### src/pkg/pic_defines.svh
/*
 * Offsets, field positions, reset values and vector codes of the
 * prioritized interrupt controller.
 * Assumes inclusion by its bare name from the package and the core.
 */
// How it works
// - Five pins, nonmaskable, seven internal sources accepted
// - Highest ranked pending request offered alone
// - Slave mode: external controller on pin 0
// - Higher priority request preempts lower service
// - Accept clears enable; re-enabled allows equal/higher
// - In-service bit blocks same source again
// - Special nested bit unblocks pins 0, 1
// - Timers share slot, EOI 08h, 0>1>2
// - Default priority levels as listed, reprogrammable
// - Fixed vector types for maskable sources
// - Watchdog type 11h, EOI 11h, level 7
// - Nonmaskable type 02h, trace just above, no EOI
// - Exceptions highest, fixed types 00h, 03h to 07h
// - Escape opcode traps through type 07h
// - Slave mode: timer, DMA types programmable
// - Slave mode: pins 1-4, watchdog, serial off
`ifndef PIC_DEFINES_SVH
`define PIC_DEFINES_SVH

// ------------------------------------------------------------
// Sizes
// ------------------------------------------------------------
`define PIC_NSRC        10
`define PIC_NEXC        6
`define PIC_NEVT        4

// ------------------------------------------------------------
// Register offsets
// ------------------------------------------------------------
`define PIC_ADDR_CTRL   4'h0
`define PIC_ADDR_MASK   4'h1
`define PIC_ADDR_PRIO   4'h2
`define PIC_ADDR_ISR    4'h3
`define PIC_ADDR_PEND   4'h4
`define PIC_ADDR_EOI    4'h5
`define PIC_ADDR_BASE   4'h6
`define PIC_ADDR_EVST   4'h7
`define PIC_ADDR_EVMSK  4'h8

// ------------------------------------------------------------
// Control fields and reset values
// ------------------------------------------------------------
`define PIC_CTRL_SLAVE  0
`define PIC_CTRL_SFN0   1
`define PIC_CTRL_SFN1   2
`define PIC_MASK_RST    10'h3FF
`define PIC_PRIO_RST    30'h3FFAC688
`define PIC_BASE_RST    5'h01
`define PIC_LVL_NONE    4'h8

// ------------------------------------------------------------
// Vector types
// ------------------------------------------------------------
`define PIC_TYPE_TRACE  8'h01
`define PIC_TYPE_NMI    8'h02
`define PIC_TYPE_TMR0   8'h08
`define PIC_TYPE_TMR1   8'h12
`define PIC_TYPE_TMR2   8'h13
`define PIC_TYPE_DMA0   8'h0A
`define PIC_TYPE_DMA1   8'h0B
`define PIC_TYPE_PIN0   8'h0C
`define PIC_TYPE_PIN4   8'h10
`define PIC_TYPE_WDOG   8'h11
`define PIC_TYPE_SER    8'h14
`define PIC_EXC_TYPES   48'h070605040300

`endif

### src/pkg/pic_pkg.sv
/*
 * Types of the prioritized interrupt controller.
 * Assumes the defines header sits beside it on the include path.
 */
`include "pic_defines.svh"

package pic_pkg;

   typedef enum logic [1:0] {
      PIC_KIND_EXC,
      PIC_KIND_TRACE,
      PIC_KIND_NMI,
      PIC_KIND_MASK
   } pic_kind_type;

   typedef struct packed {
      logic [3:0]  addr;
      logic [31:0] wdata;
      logic        wr;
      logic        rd;
   } pic_bus_type;

   typedef struct packed {
      logic [5:0]              sync1;
      logic [5:0]              sync2;
      logic [5:0]              prev;
      logic [7:0]              evec1;
      logic [7:0]              evec2;
      logic                    slave;
      logic [1:0]              sfn;
      logic [`PIC_NSRC-1:0]    mask;
      logic [3*`PIC_NSRC-1:0]  prio;
      logic [4:0]              base;
      logic [`PIC_NEVT-1:0]    evst;
      logic [`PIC_NEVT-1:0]    evmsk;
      logic [`PIC_NSRC-1:0]    pend;
      logic [2:0]              tmr_pend;
      logic [`PIC_NSRC-1:0]    isr;
      logic                    nmi_pend;
      logic                    trace_pend;
      logic [`PIC_NEXC-1:0]    exc_pend;
      logic                    if_en;
      logic                    req;
      logic [7:0]              typ;
      pic_kind_type            kind;
      logic [3:0]              idx;
      logic [31:0]             rdata;
   } pic_state_type;

endpackage

### src/core/pic_core.sv
/*
 * Prioritized interrupt controller core: collects pin, internal and
 * exception requests, ranks them and offers one vector to the core.
 * Assumes one 10 MHz clock, synchronous reset and a plain register port
 * driven on the same clock; pins arrive asynchronously.
 */
`timescale 1ns/100ps
`include "pic_defines.svh"

module pic_core #(
   parameter int NSRC = `PIC_NSRC
) (
   // Clock and reset
   input  wire logic                 sys_clk_in,
   input  wire logic                 rst_in,
   // Register port
   input  wire pic_pkg::pic_bus_type bus_in,
   output logic [31:0]               bus_rdata_out,
   // Pins
   input  wire logic                 ext_request_pin_0_in,
   input  wire logic                 ext_request_pin_1_in,
   input  wire logic                 ext_request_pin_2_in,
   input  wire logic                 ext_request_pin_3_in,
   input  wire logic                 ext_request_pin_4_in,
   input  wire logic                 nmi_pin_in,
   input  wire logic [7:0]           ext_vector_pin_in,
   // Internal sources
   input  wire logic [2:0]           timer_req_in,
   input  wire logic [1:0]           dma_req_in,
   input  wire logic                 watchdog_req_in,
   input  wire logic                 serial_req_in,
   // Processor core
   input  wire logic [5:0]           exc_req_in,
   input  wire logic                 trace_req_in,
   input  wire logic                 core_ack_in,
   input  wire logic                 core_set_if_in,
   input  wire logic                 core_clr_if_in,
   output logic                      core_req_out,
   output logic [7:0]                core_type_out,
   output logic [9:0]                core_vec_addr_out,
   output logic [9:0]                in_service_flags_out,
   output logic                      irq_out
);

   generate
      if (NSRC != `PIC_NSRC) begin : g_bad_nsrc
         $error("pic_core serves exactly ten source slots");
      end
   endgenerate

   pic_pkg::pic_state_type s_reg;
   pic_pkg::pic_state_type s_next;

   // ------------------------------------------------------------
   // Source helpers
   // ------------------------------------------------------------
   // Slots: 0 timers, 1-2 DMA, 3-7 pins 0-4, 8 watchdog, 9 serial

   function automatic logic [7:0] master_type(input logic [3:0] i,
                                               input logic [2:0] tp);
      logic [7:0] t;
      t = `PIC_TYPE_SER;
      unique case (i)
         4'h0: begin
            if (tp[0]) begin
               t = `PIC_TYPE_TMR0;
            end else if (tp[1]) begin
               t = `PIC_TYPE_TMR1;
            end else begin
               t = `PIC_TYPE_TMR2;
            end
         end
         4'h1: t = `PIC_TYPE_DMA0;
         4'h2: t = `PIC_TYPE_DMA1;
         4'h3, 4'h4, 4'h5, 4'h6: t = `PIC_TYPE_PIN0 + {5'h00, i[2:0] - 3'h3};
         4'h7: t = `PIC_TYPE_PIN4;
         4'h8: t = `PIC_TYPE_WDOG;
         default: t = `PIC_TYPE_SER;
      endcase
      return t;
   endfunction

   // End-of-interrupt type per slot; timers share one
   function automatic logic [7:0] eoi_type(input logic [3:0] i);
      return (i == 4'h0) ? `PIC_TYPE_TMR0 : master_type(i, 3'h0);
   endfunction

   // ------------------------------------------------------------
   // Ranking
   // ------------------------------------------------------------
   logic [NSRC-1:0] avail;
   logic [NSRC-1:0] elig;
   logic [NSRC-1:0] pin_rise;
   logic [3:0]      cur_lvl;
   logic            found;
   logic [3:0]      best;
   logic [2:0]      best_lvl;
   logic [7:0]      sel_type;

   // Slave mode keeps only timers, DMA and the master request on pin 0
   assign avail = s_reg.slave ? 10'h00F : 10'h3FF;

   always_comb begin
      cur_lvl = `PIC_LVL_NONE;
      for (int i = 0; i < NSRC; i++) begin
         if (s_reg.isr[i] && {1'b0, s_reg.prio[3*i +: 3]} < cur_lvl) begin
            cur_lvl = {1'b0, s_reg.prio[3*i +: 3]};
         end
      end
   end

   genvar g;
   generate
      for (g = 0; g < NSRC; g++) begin : g_src
         logic unblocked;
         // Pins 0 and 1 may ignore their own in-service bit
         if (g == 3 || g == 4) begin : g_sfn
            assign unblocked = ~s_reg.isr[g] | s_reg.sfn[g-3];
         end else begin : g_plain
            assign unblocked = ~s_reg.isr[g];
         end
         // Equal level is allowed once the enable is back
         assign elig[g] = s_reg.pend[g] & ~s_reg.mask[g] & avail[g] & unblocked &
                          ({1'b0, s_reg.prio[3*g +: 3]} <= cur_lvl);
      end
   endgenerate

   always_comb begin
      found    = 1'b0;
      best     = 4'h0;
      best_lvl = 3'h7;
      for (int i = 0; i < NSRC; i++) begin
         if (elig[i] && (!found || s_reg.prio[3*i +: 3] < best_lvl)) begin
            found    = 1'b1;
            best     = 4'(i);
            best_lvl = s_reg.prio[3*i +: 3];
         end
      end
   end

   always_comb begin
      sel_type = master_type(best, s_reg.tmr_pend);
      if (s_reg.slave) begin
         if (best == 4'h0) begin
            if (s_reg.tmr_pend[0]) begin
               sel_type = {s_reg.base, 3'h0};
            end else if (s_reg.tmr_pend[1]) begin
               sel_type = {s_reg.base, 3'h1};
            end else begin
               sel_type = {s_reg.base, 3'h2};
            end
         end else if (best == 4'h1 || best == 4'h2) begin
            sel_type = {s_reg.base, best[2:0] + 3'h2};
         end else begin
            sel_type = s_reg.evec2;
         end
      end
   end

   // Rising edges of synced pins, slot order 3..7
   assign pin_rise = {2'b00, s_reg.sync2[4:0] & ~s_reg.prev[4:0], 3'h0};

   // ------------------------------------------------------------
   // Next state
   // ------------------------------------------------------------
   logic [NSRC-1:0]      ev_src;
   logic [NSRC-1:0]      eoi_clr;
   logic [`PIC_NEVT-1:0] ev_set;
   logic                 acked;
   logic                 eoi_hit;
   logic                 exc_any;
   logic [2:0]           exc_idx;

   always_comb begin
      s_next  = s_reg;
      ev_set  = '0;
      eoi_clr = '0;
      eoi_hit = 1'b0;
      acked   = core_ack_in & s_reg.req;

      // Pin synchronisers; pins then NMI
      s_next.sync1 = {nmi_pin_in, ext_request_pin_4_in, ext_request_pin_3_in,
                      ext_request_pin_2_in, ext_request_pin_1_in, ext_request_pin_0_in};
      s_next.sync2 = s_reg.sync1;
      s_next.prev  = s_reg.sync2;
      s_next.evec1 = ext_vector_pin_in;
      s_next.evec2 = s_reg.evec1;

      ev_src = pin_rise | {serial_req_in, watchdog_req_in, 5'h00, dma_req_in, |timer_req_in};

      // Clear on acceptance first so a new edge in the same cycle wins
      if (acked) begin
         unique case (s_reg.kind)
            pic_pkg::PIC_KIND_EXC:   s_next.exc_pend[s_reg.idx[2:0]] = 1'b0;
            pic_pkg::PIC_KIND_TRACE: s_next.trace_pend = 1'b0;
            pic_pkg::PIC_KIND_NMI:   s_next.nmi_pend = 1'b0;
            pic_pkg::PIC_KIND_MASK: begin
               s_next.pend[s_reg.idx] = 1'b0;
               s_next.isr[s_reg.idx]  = 1'b1;
               ev_set[0]              = 1'b1;
               if (s_reg.idx == 4'h0) begin
                  if (s_reg.tmr_pend[0]) begin
                     s_next.tmr_pend[0] = 1'b0;
                  end else if (s_reg.tmr_pend[1]) begin
                     s_next.tmr_pend[1] = 1'b0;
                  end else begin
                     s_next.tmr_pend[2] = 1'b0;
                  end
                  s_next.pend[0] = (s_next.tmr_pend != 3'h0);
               end
            end
         endcase
         s_next.if_en = 1'b0;
         if (s_reg.kind == pic_pkg::PIC_KIND_EXC) begin
            ev_set[2] = 1'b1;
         end
      end

      s_next.pend     = s_next.pend | ev_src;
      s_next.tmr_pend = s_next.tmr_pend | timer_req_in;
      s_next.exc_pend = s_next.exc_pend | exc_req_in;
      if (trace_req_in) begin
         s_next.trace_pend = 1'b1;
      end
      if (s_reg.sync2[5] && !s_reg.prev[5]) begin
         s_next.nmi_pend = 1'b1;
         ev_set[1]       = 1'b1;
      end

      if (core_set_if_in) begin
         s_next.if_en = 1'b1;
      end else if (core_clr_if_in) begin
         s_next.if_en = 1'b0;
      end

      // Register writes
      if (bus_in.wr) begin
         unique case (bus_in.addr)
            `PIC_ADDR_CTRL: begin
               s_next.slave = bus_in.wdata[`PIC_CTRL_SLAVE];
               s_next.sfn   = {bus_in.wdata[`PIC_CTRL_SFN1], bus_in.wdata[`PIC_CTRL_SFN0]};
            end
            `PIC_ADDR_MASK:  s_next.mask  = bus_in.wdata[NSRC-1:0];
            `PIC_ADDR_PRIO:  s_next.prio  = bus_in.wdata[3*NSRC-1:0];
            `PIC_ADDR_BASE:  s_next.base  = bus_in.wdata[4:0];
            `PIC_ADDR_EVMSK: s_next.evmsk = bus_in.wdata[`PIC_NEVT-1:0];
            `PIC_ADDR_EOI: begin
               for (int i = 0; i < NSRC; i++) begin
                  if (eoi_type(4'(i)) == bus_in.wdata[7:0]) begin
                     eoi_clr[i] = 1'b1;
                     eoi_hit    = 1'b1;
                  end
               end
               ev_set[3] = ~eoi_hit;
            end
            default: begin
            end
         endcase
      end
      // Freshly accepted slot is kept even if an EOI lands in that cycle
      s_next.isr = s_next.isr & ~(eoi_clr & ~(s_next.isr & ~s_reg.isr));

      // Event status: write one to clear, a new event wins
      s_next.evst = s_reg.evst;
      if (bus_in.wr && bus_in.addr == `PIC_ADDR_EVST) begin
         s_next.evst = s_reg.evst & ~bus_in.wdata[`PIC_NEVT-1:0];
      end
      s_next.evst = s_next.evst | ev_set;

      // Presentation: exceptions, trace, NMI, then maskable ranking
      exc_any = |s_reg.exc_pend;
      exc_idx = 3'h0;
      for (int i = `PIC_NEXC - 1; i >= 0; i--) begin
         if (s_reg.exc_pend[i]) begin
            exc_idx = 3'(i);
         end
      end
      s_next.req = 1'b0;
      if (!acked) begin
         if (exc_any) begin
            s_next.req  = 1'b1;
            s_next.kind = pic_pkg::PIC_KIND_EXC;
            s_next.idx  = {1'b0, exc_idx};
            s_next.typ  = 8'(`PIC_EXC_TYPES >> ({5'h00, exc_idx} * 8'h08));
         end else if (s_reg.trace_pend) begin
            s_next.req  = 1'b1;
            s_next.kind = pic_pkg::PIC_KIND_TRACE;
            s_next.idx  = 4'h0;
            s_next.typ  = `PIC_TYPE_TRACE;
         end else if (s_reg.nmi_pend) begin
            s_next.req  = 1'b1;
            s_next.kind = pic_pkg::PIC_KIND_NMI;
            s_next.idx  = 4'h0;
            s_next.typ  = `PIC_TYPE_NMI;
         end else if (found && s_reg.if_en) begin
            s_next.req  = 1'b1;
            s_next.kind = pic_pkg::PIC_KIND_MASK;
            s_next.idx  = best;
            s_next.typ  = sel_type;
         end
      end

      // Read data, one cycle after the strobe
      s_next.rdata = 32'h00000000;
      if (bus_in.rd) begin
         unique case (bus_in.addr)
            `PIC_ADDR_CTRL:  s_next.rdata = {29'h00000000, s_reg.sfn, s_reg.slave};
            `PIC_ADDR_MASK:  s_next.rdata = {22'h000000, s_reg.mask};
            `PIC_ADDR_PRIO:  s_next.rdata = {2'h0, s_reg.prio};
            `PIC_ADDR_ISR:   s_next.rdata = {22'h000000, s_reg.isr};
            `PIC_ADDR_PEND:  s_next.rdata = {19'h00000, s_reg.tmr_pend, s_reg.pend};
            `PIC_ADDR_BASE:  s_next.rdata = {27'h0000000, s_reg.base};
            `PIC_ADDR_EVST:  s_next.rdata = {28'h0000000, s_reg.evst};
            `PIC_ADDR_EVMSK: s_next.rdata = {28'h0000000, s_reg.evmsk};
            default:         s_next.rdata = 32'h00000000;
         endcase
      end
   end

   // ------------------------------------------------------------
   // State register
   // ------------------------------------------------------------
   always_ff @(posedge sys_clk_in) begin
      if (rst_in) begin
         s_reg       <= '0;
         s_reg.mask  <= `PIC_MASK_RST;
         s_reg.prio  <= `PIC_PRIO_RST;
         s_reg.base  <= `PIC_BASE_RST;
         s_reg.kind  <= pic_pkg::PIC_KIND_EXC;
      end else begin
         s_reg <= s_next;
      end
   end

   // ------------------------------------------------------------
   // Outputs
   // ------------------------------------------------------------
   assign bus_rdata_out        = s_reg.rdata;
   assign core_req_out         = s_reg.req;
   assign core_type_out        = s_reg.typ;
   assign core_vec_addr_out    = {s_reg.typ, 2'b00};
   assign in_service_flags_out = s_reg.isr;
   assign irq_out              = |(s_reg.evst & s_reg.evmsk);

endmodule

### config.mk
export PLATFORM = sky130hd
export DESIGN_NAME = pic_core
export DESIGN_NICKNAME = d
export VERILOG_FILES = /design/src/pkg/pic_pkg.sv /design/src/core/pic_core.sv
export VERILOG_INCLUDE_DIRS = /design/src /design/src/pkg
export SDC_FILE = /design/constraint.sdc
export NUM_CORES = 1
export LEC_CHECK = 0
export BUFFER_PORTS_ARGS = -buffer_cell sky130_fd_sc_hd__clkbuf_2
export CAP_MARGIN = 20
export CORE_MARGIN = 2
export CORE_UTILIZATION = 45
export DETAILED_ROUTE_END_ITERATION = 7
export SLEW_MARGIN = 20
export SYNTH_ARGS = -nofsm -noshare
export SYNTH_HDL_FRONTEND = slang
export SYNTH_SLANG_ARGS = --single-unit
export TNS_END_PERCENT = 20
### constraint.sdc
create_clock -name sys_clk_in -period 44.8 [get_ports sys_clk_in]
set_input_delay 2.24 -clock sys_clk_in [delete_from_list [all_inputs] [get_ports sys_clk_in]]
set_output_delay 2.24 -clock sys_clk_in [all_outputs]
set_load 0.01 [all_outputs]
==> results.cfg, run 1 <==
[global_routing]
grt_util_met3_pct = 3.18
globalRoute.busiestLayer = met2
grt-ovfl-total = 0
grt_use_met1_pct = 35.1
global_route.usage.met2_pct = 42.4
grt_usage_pct = 25.6
grt_pass1_vias = 9065
grt_max_degree = 88
antenna_violations_before_repair = 0
global_route_wire_length_before_repair_um = 49600

[sta]
finalWorstPathRequiredPeriod_ns = 28.76
fin_worst_skew_ns = 0.0148
slew_headroom_pct = 34.2
rsz0062_at_grt = false
fmax_ghz = 0.0348
timing.setup.tns_ns = 0
finalHoldViolCount = 0
worst_hold_slack_after_final_layout_ns = 0.438
final.period_utilization_pct = 64.2
report.final.setup_viol = 0
worst_pin_slew_ns = 0.987
timing.final.max_slew_violations = 0

[clock_network]
cts_resized = 0
cts_tree = built
worst_setup_hold_path_clk_slew_ns = 0.07
worst_skew_pair.late_latency_ns = 0.45
cts_root_buf = clkbuf_16
cts_inserted_buffers = 17
tritoncts_num_sinks = 167
cts.path.max_buffers = 2
ctsHoldBuffers = 0
clock_tree.htree_level_count = 4
cts_setup_buffers = 0

[power_and_ir_drop]
power.static_leakage_uw = 0.00486
ir_worst_vdd_mv = 0.0216
switching_share_of_power_pct = 28.8
power_dens_cells_mw_per_mm2 = 29.2
power.net_switching_uw = 97.8
p_int_uw = 242
report.power.total_uw = 340
seq_power_share_pct = 46.5
power_frac_clock_pct = 44.4
comb_power_share_pct = 9.2

[floorplanning]
floorplan.initialDensity_pct = 45.6
die_area_mm2 = 0.0249
core_area_mm2 = 0.0233
die_y_um = 158
std_cell_rows = 56
die_w_um = 158
num_io_pins = 133

[synthesis]
post_synth_instance_area_mm2 = 0.0106
yosys_register_bits = 167
syn_inst = 1346
async_flop_share_pct = 0
post_synth_main_area_contributors = dfxtp_1 (31%), ha_1 (6.9%), nand2_1 (5.8%), a21oi_1 (4.8%), nor2_1 (4.4%)
ys_top_cells_by_count = dfxtp_1 (167), nand2_1 (165), nor2_1 (124)
synth_largest_area_cell = dfxtp_1
synthesis.yosys.warnings = 0
post-synth-top-count-cell = dfxtp_1
synth_enable_flop_cells = 0
synth.top_cell.area_share_pct = 31.4
synth_ff_type = dfxtp_1
postSynthAreaPerCell_um2 = 7.90
synth_sequential_area_ratio_pct = 31.4
synth.distinct_cells = 97

[routing]
detail-route-antenna-nets = 0
vias_per_instance = 5.71
wl_per_cell_um = 18.1
detail_route.drc_violations = 0
firstDrtPassIters = 5
vias_post_dr = 9799
final_routed_wirelength_across_all_metal_layers_um = 31100
drtIter0Drc = 732

[worst_setup_path]
cp-end-kind = flop
worst_path_largest_cell_delay_ns = 0.80
start_kind = flop
regToRegEndpoint = core_type_out[2]
path_max_fanout = 11
required_ns = 45.14
slowest_stage = o32ai_2
rr_worst_depth = 126
crit_arrival_ns = 29.10
reg2reg_slack_ns = 16.04
setup_crit_path_kind = reg -> reg
crit_path_frequent_cell = ha_1
worst_r2r_startpoint = s_reg[94]

[worst_hold_path]
hold_start = s_next[161]
hp-class = reg -> reg
worstHoldPathCells = 1
min_delay_worst_endpoint = s_next[155]

[layout]
layout-drive-gt1-share_pct = 15.0
final_design_area_no_fill_mm2 = 0.0116
stdcell_count = 1715
finalNetCount = 1513
multi_input_area_mm2 = 0.00637
synthToLayoutAreaGrowth_pct = 9.45
largest_reg_flops = 98
seqCellArea_mm2 = 0.00334
fillCellCount = 2361
insertedDiodeCount = 0

[place]
placed_cell_area_mm2 = 0.0110
gp_congestion = 0.881
hpwl_um = 23400
port-buffer-count = 126
placed_cells = 1683

[run]
cap_violations = 0

[status]
outcome = finished clean
## stage by stage
step                setup slack [ns]  util [%]
global placement               16.77      47.3
detailed placement             16.52      47.3
floorplan                      19.35         -
CTS                            16.28      49.9
finish                         16.04      49.9
global route                   13.76      49.9
## per-layer routing
layer,wire (um),vias to the layer above,share of wire (%)
li1,-,4818,-
met1,14200,4610,45
met2,14500,327,47
met3,1870,44,6.0
met4,610,0,2.0
met5,0,-,0
## critical path: cells and delay by family, from the launching register on
kind	cells	cell delay, ns
AOI/OAI and AO/OA	49	11.32
and+or+nand+nor	39	8.63
buffers and inverters	10	0.86
muxes	8	2.00
DFF	1	0.53
adders and majority gates	20	5.29
## logic make-up (layout without fill, tap and decap cells)
kind of cell | count (synthesis) | in the layout | share of synthesized area, %
multiplexers | 32 | 32 | 3.09
other | 1 | 4 | 0.0353
flip-flops | 167 | 167 | 31.4
AO/OA/AOI/OAI | 345 | 345 | 22.8
AND/OR/NAND/NOR | 564 | 564 | 27.0
buffers and inverters | 178 | 225 | 8.74
adder cells (fa/ha/maj) | 59 | 59 | 6.94
## worst max path at each step
stage	slack, ns	from	cells past startpoint	end
after floorplan	19.35	in_service_flags_out[0]	129	core_type_out[2]
after global placement	16.77	s_reg[94]	124	core_type_out[2]
final	16.04	s_reg[94]	126	core_type_out[2]
after detailed placement	16.52	s_reg[94]	124	core_type_out[2]
after CTS	16.28	s_reg[94]	124	core_type_out[2]
after global routing	13.76	s_reg[94]	125	core_type_out[2]
## power groups by stage
| stage | logic (uW) | clock network, uW | registers (uW) |
|---|---|---|---|
| after global placement | 30.5 | 0 | 161 |
| after global routing | 34.9 | 159 | 158 |
| after CTS | 31.0 | 153 | 158 |
| after floorplan | 23.2 | 0 | 159 |
| final | 31.1 | 151 | 158 |
| after detailed placement | 30.8 | 0 | 161 |
## layout by cell type (no fill, tap or decap), types with 32 or more instances in the layout
cell      netlist  final
ha_1           59     59
dfxtp_1       167    167
clkbuf_2        0    125
nand2_1       165    165
nand3_1        39     39
o21ai_0        41     41
nor2b_1        59     59
inv_1          58     58
nor2_1        124    124
a21oi_1       102    102
and2_1         33     33
nand3b_1       32     32
## layout make-up
type                            instances  share of cell area, %
Tap cell                              319                   3.43
Multi-Input combinational cell       1004                   54.8
Timing Repair Buffer                  135                   6.08
Clock buffer                           18                   3.77
Inverter                               58                   1.87
Clock inverter                         14                   1.37
Sequential cell                       167                   28.7
Power figures use the tool's default switching activity.
==> run 2, diff against run 1 <==
--- a/config.mk
+++ b/config.mk
@@ -6,11 +6,13 @@
 export SDC_FILE = /design/constraint.sdc
 export NUM_CORES = 1
 export LEC_CHECK = 0
+export ABC_AREA = 1
 export BUFFER_PORTS_ARGS = -buffer_cell sky130_fd_sc_hd__clkbuf_2
 export CAP_MARGIN = 20
 export CORE_MARGIN = 2
 export CORE_UTILIZATION = 45
 export DETAILED_ROUTE_END_ITERATION = 7
+export PLACE_DENSITY = 0.67
 export SLEW_MARGIN = 20
 export SYNTH_ARGS = -nofsm -noshare
 export SYNTH_HDL_FRONTEND = slang
==> constraint.sdc (replaced) <==
create_clock -name sys_clk_in -period 23.8 [get_ports sys_clk_in]
set_input_delay 1.19 -clock sys_clk_in [delete_from_list [all_inputs] [get_ports sys_clk_in]]
set_output_delay 1.19 -clock sys_clk_in [all_outputs]
set_load 0.01 [all_outputs]
==> run 2 against run 1 <==
Against the previous run:
- combinational power grew 88%
- clock-buffer cell count unchanged
- register-to-register slack lost 13 ns
- clock power rose by 89%
- critical endpoint is now core_type_out[0]
- largest cell class unchanged
- highest routed layer unchanged
==> results.cfg, run 2 <==
[sta]
rsz0062_at_grt = false
worst_pin_slew_ns = 0.984
fmax_ghz = 0.0478
final.period_utilization_pct = 88.0
timing.setup.tns_ns = 0
slew_headroom_pct = 34.2
timing.final.max_slew_violations = 0
fin_worst_skew_ns = 0.0161
finalWorstPathRequiredPeriod_ns = 20.93
finalHoldViolCount = 0
report.final.setup_viol = 0
worst_hold_slack_after_final_layout_ns = 0.401

[routing]
detail_route.drc_violations = 0
drtIter0Drc = 691
wl_per_cell_um = 15.4
vias_post_dr = 9284
firstDrtPassIters = 6
detail-route-antenna-nets = 0
vias_per_instance = 5.28
final_routed_wirelength_across_all_metal_layers_um = 27200

[floorplanning]
core_area_mm2 = 0.0216
std_cell_rows = 54
num_io_pins = 133
die_w_um = 152
floorplan.initialDensity_pct = 45.5
die_y_um = 152
die_area_mm2 = 0.0231

[layout]
finalNetCount = 1597
synthToLayoutAreaGrowth_pct = 10.6
final_design_area_no_fill_mm2 = 0.0109
largest_reg_flops = 98
layout-drive-gt1-share_pct = 15.8
insertedDiodeCount = 0
final_common_cell = nand2_1
leading_cell_types_in_the_layout_fill_and_taps_excluded = nand2_1 (255), inv_1 (206), dfxtp_1 (166)

[run]
cap_violations = 0

[clock_network]
worst_skew_pair.late_latency_ns = 0.44
tritoncts_num_sinks = 167
cts_root_buf = clkbuf_16
clock_tree.htree_level_count = 4
cts_setup_buffers = 0
cts_tree = built
worst_setup_hold_path_clk_slew_ns = 0.07
ctsHoldBuffers = 0
cts.path.max_buffers = 2
cts_resized = 0
cts_inserted_buffers = 17

[global_routing]
global_route_wire_length_before_repair_um = 44100
grt_usage_pct = 23.7
grt_pass1_vias = 8636
grt_max_degree = 74
grt-ovfl-total = 0
antenna_violations_before_repair = 0

[synthesis]
post_synth_main_area_contributors = dfxtp_1 (34%), nand2_1 (9.7%), inv_1 (7.9%), ha_1 (7.5%), nor2_1 (5.5%)
synth.top_cell.area_share_pct = 34.0
async_flop_share_pct = 0
ys_top_cells_by_count = nand2_1 (255), inv_1 (207), dfxtp_1 (167)
syn_inst = 1406
synth_ff_type = dfxtp_1
postSynthAreaPerCell_um2 = 7.00
synthesis.yosys.warnings = 0
synth.distinct_cells = 50
synth_enable_flop_cells = 0
post-synth-top-count-cell = nand2_1
post_synth_instance_area_mm2 = 0.00984
yosys_register_bits = 167
synth_sequential_area_ratio_pct = 34.0
synth_largest_area_cell = dfxtp_1

[worst_setup_path]
crit_path_frequent_cell = nand2_1
worst_r2r_startpoint = in_service_flags_out[0]
critPathLaunch = in_service_flags_out[0]
slowest_stage = dfxtp_2
crit_arrival_ns = 21.24
start_kind = flop
worst_path_largest_cell_delay_ns = 0.51
cp-end-kind = flop
setup_crit_path_kind = reg -> reg
path_max_fanout = 12
required_ns = 24.10

[power_and_ir_drop]
power_dens_cells_mw_per_mm2 = 58.6
ir_worst_vdd_mv = 0.0414
power.static_leakage_uw = 0.00532

[worst_hold_path]
hp-class = reg -> reg
hold_start = s_next[159]

[place]
port-buffer-count = 126
hpwl_um = 20800
placed_cell_area_mm2 = 0.0103
gp_congestion = 0.919

[status]
outcome = finished clean
-- run 2: critical path, delay by kind of cell (launching register included) --
| kind | cells | cell delay (ns) |
|---|---|---|
| simple gates | 85 | 6.93 |
| fa+ha+maj | 19 | 5.45 |
| buf+inv | 18 | 1.24 |
| flops | 1 | 0.51 |
| compound gates | 30 | 6.64 |
-- run 2: area by class of cell --
| class | count | area, um2 |
|---|---|---|
| Fill cell | 2243 | 10700 |
| Inverter | 223 | 845 |
| Tap cell | 280 | 350 |
| Sequential cell | 167 | 3340 |
| Clock buffer | 18 | 439 |
| Multi-Input combinational cell | 925 | 5070 |
| Clock inverter | 13 | 149 |
| Timing Repair Buffer | 133 | 683 |
-- run 2: logic make-up (layout without fill, tap and decap cells) --
family,count (synthesis),count (layout),share of synthesized area (%)
adder cells (fa/ha/maj),59,59,7.50
buffers and inverters,317,387,14.7
AND/OR/NAND/NOR,591,591,27.2
other,1,4,0.0381
AO/OA/AOI/OAI,271,271,16.6
flip-flops,167,167,34.0
-- run 2: metal layers --
metal / wire [um] / vias up / GRT usage, %
met3: 1910 / 59 / 4.65
met4: 898 / 0 / 9.21
met2: 12300 / 336 / 38.1
met1: 12000 / 4217 / 31.5
li1: - / 4672 / -
met5: 0 / - / 0
-- run 2: stage by stage --
step	power, uW	setup WS, ns	instances	utilization, %
floorplan	341	5.71	1409	-
global placement	358	3.09	1728	47.6
detailed placement	359	2.64	1728	47.6
CTS	642	2.58	1759	50.3
global route	663	0.237	1759	50.3
finish	638	2.87	1759	50.3
-- run 2: where the power goes --
group / total [uW] / switching [uW] / leakage [uW] / internal (uW)
Combinational: 58.5 / 38.2 / 0.00367 / 20.3
Clock: 285 / 133 / 0.000290 / 152
Sequential: 295 / 6.23 / 0.00136 / 288
-- run 2: final timing paths --
path                            to  slack (ns)  cells after the start
setup / recovery  core_type_out[0]        2.87                    152
hold / removal         s_next[153]        0.40                      2
setup reg to reg  core_type_out[0]        2.87                    152
hold reg to reg        s_next[153]        0.40                      2
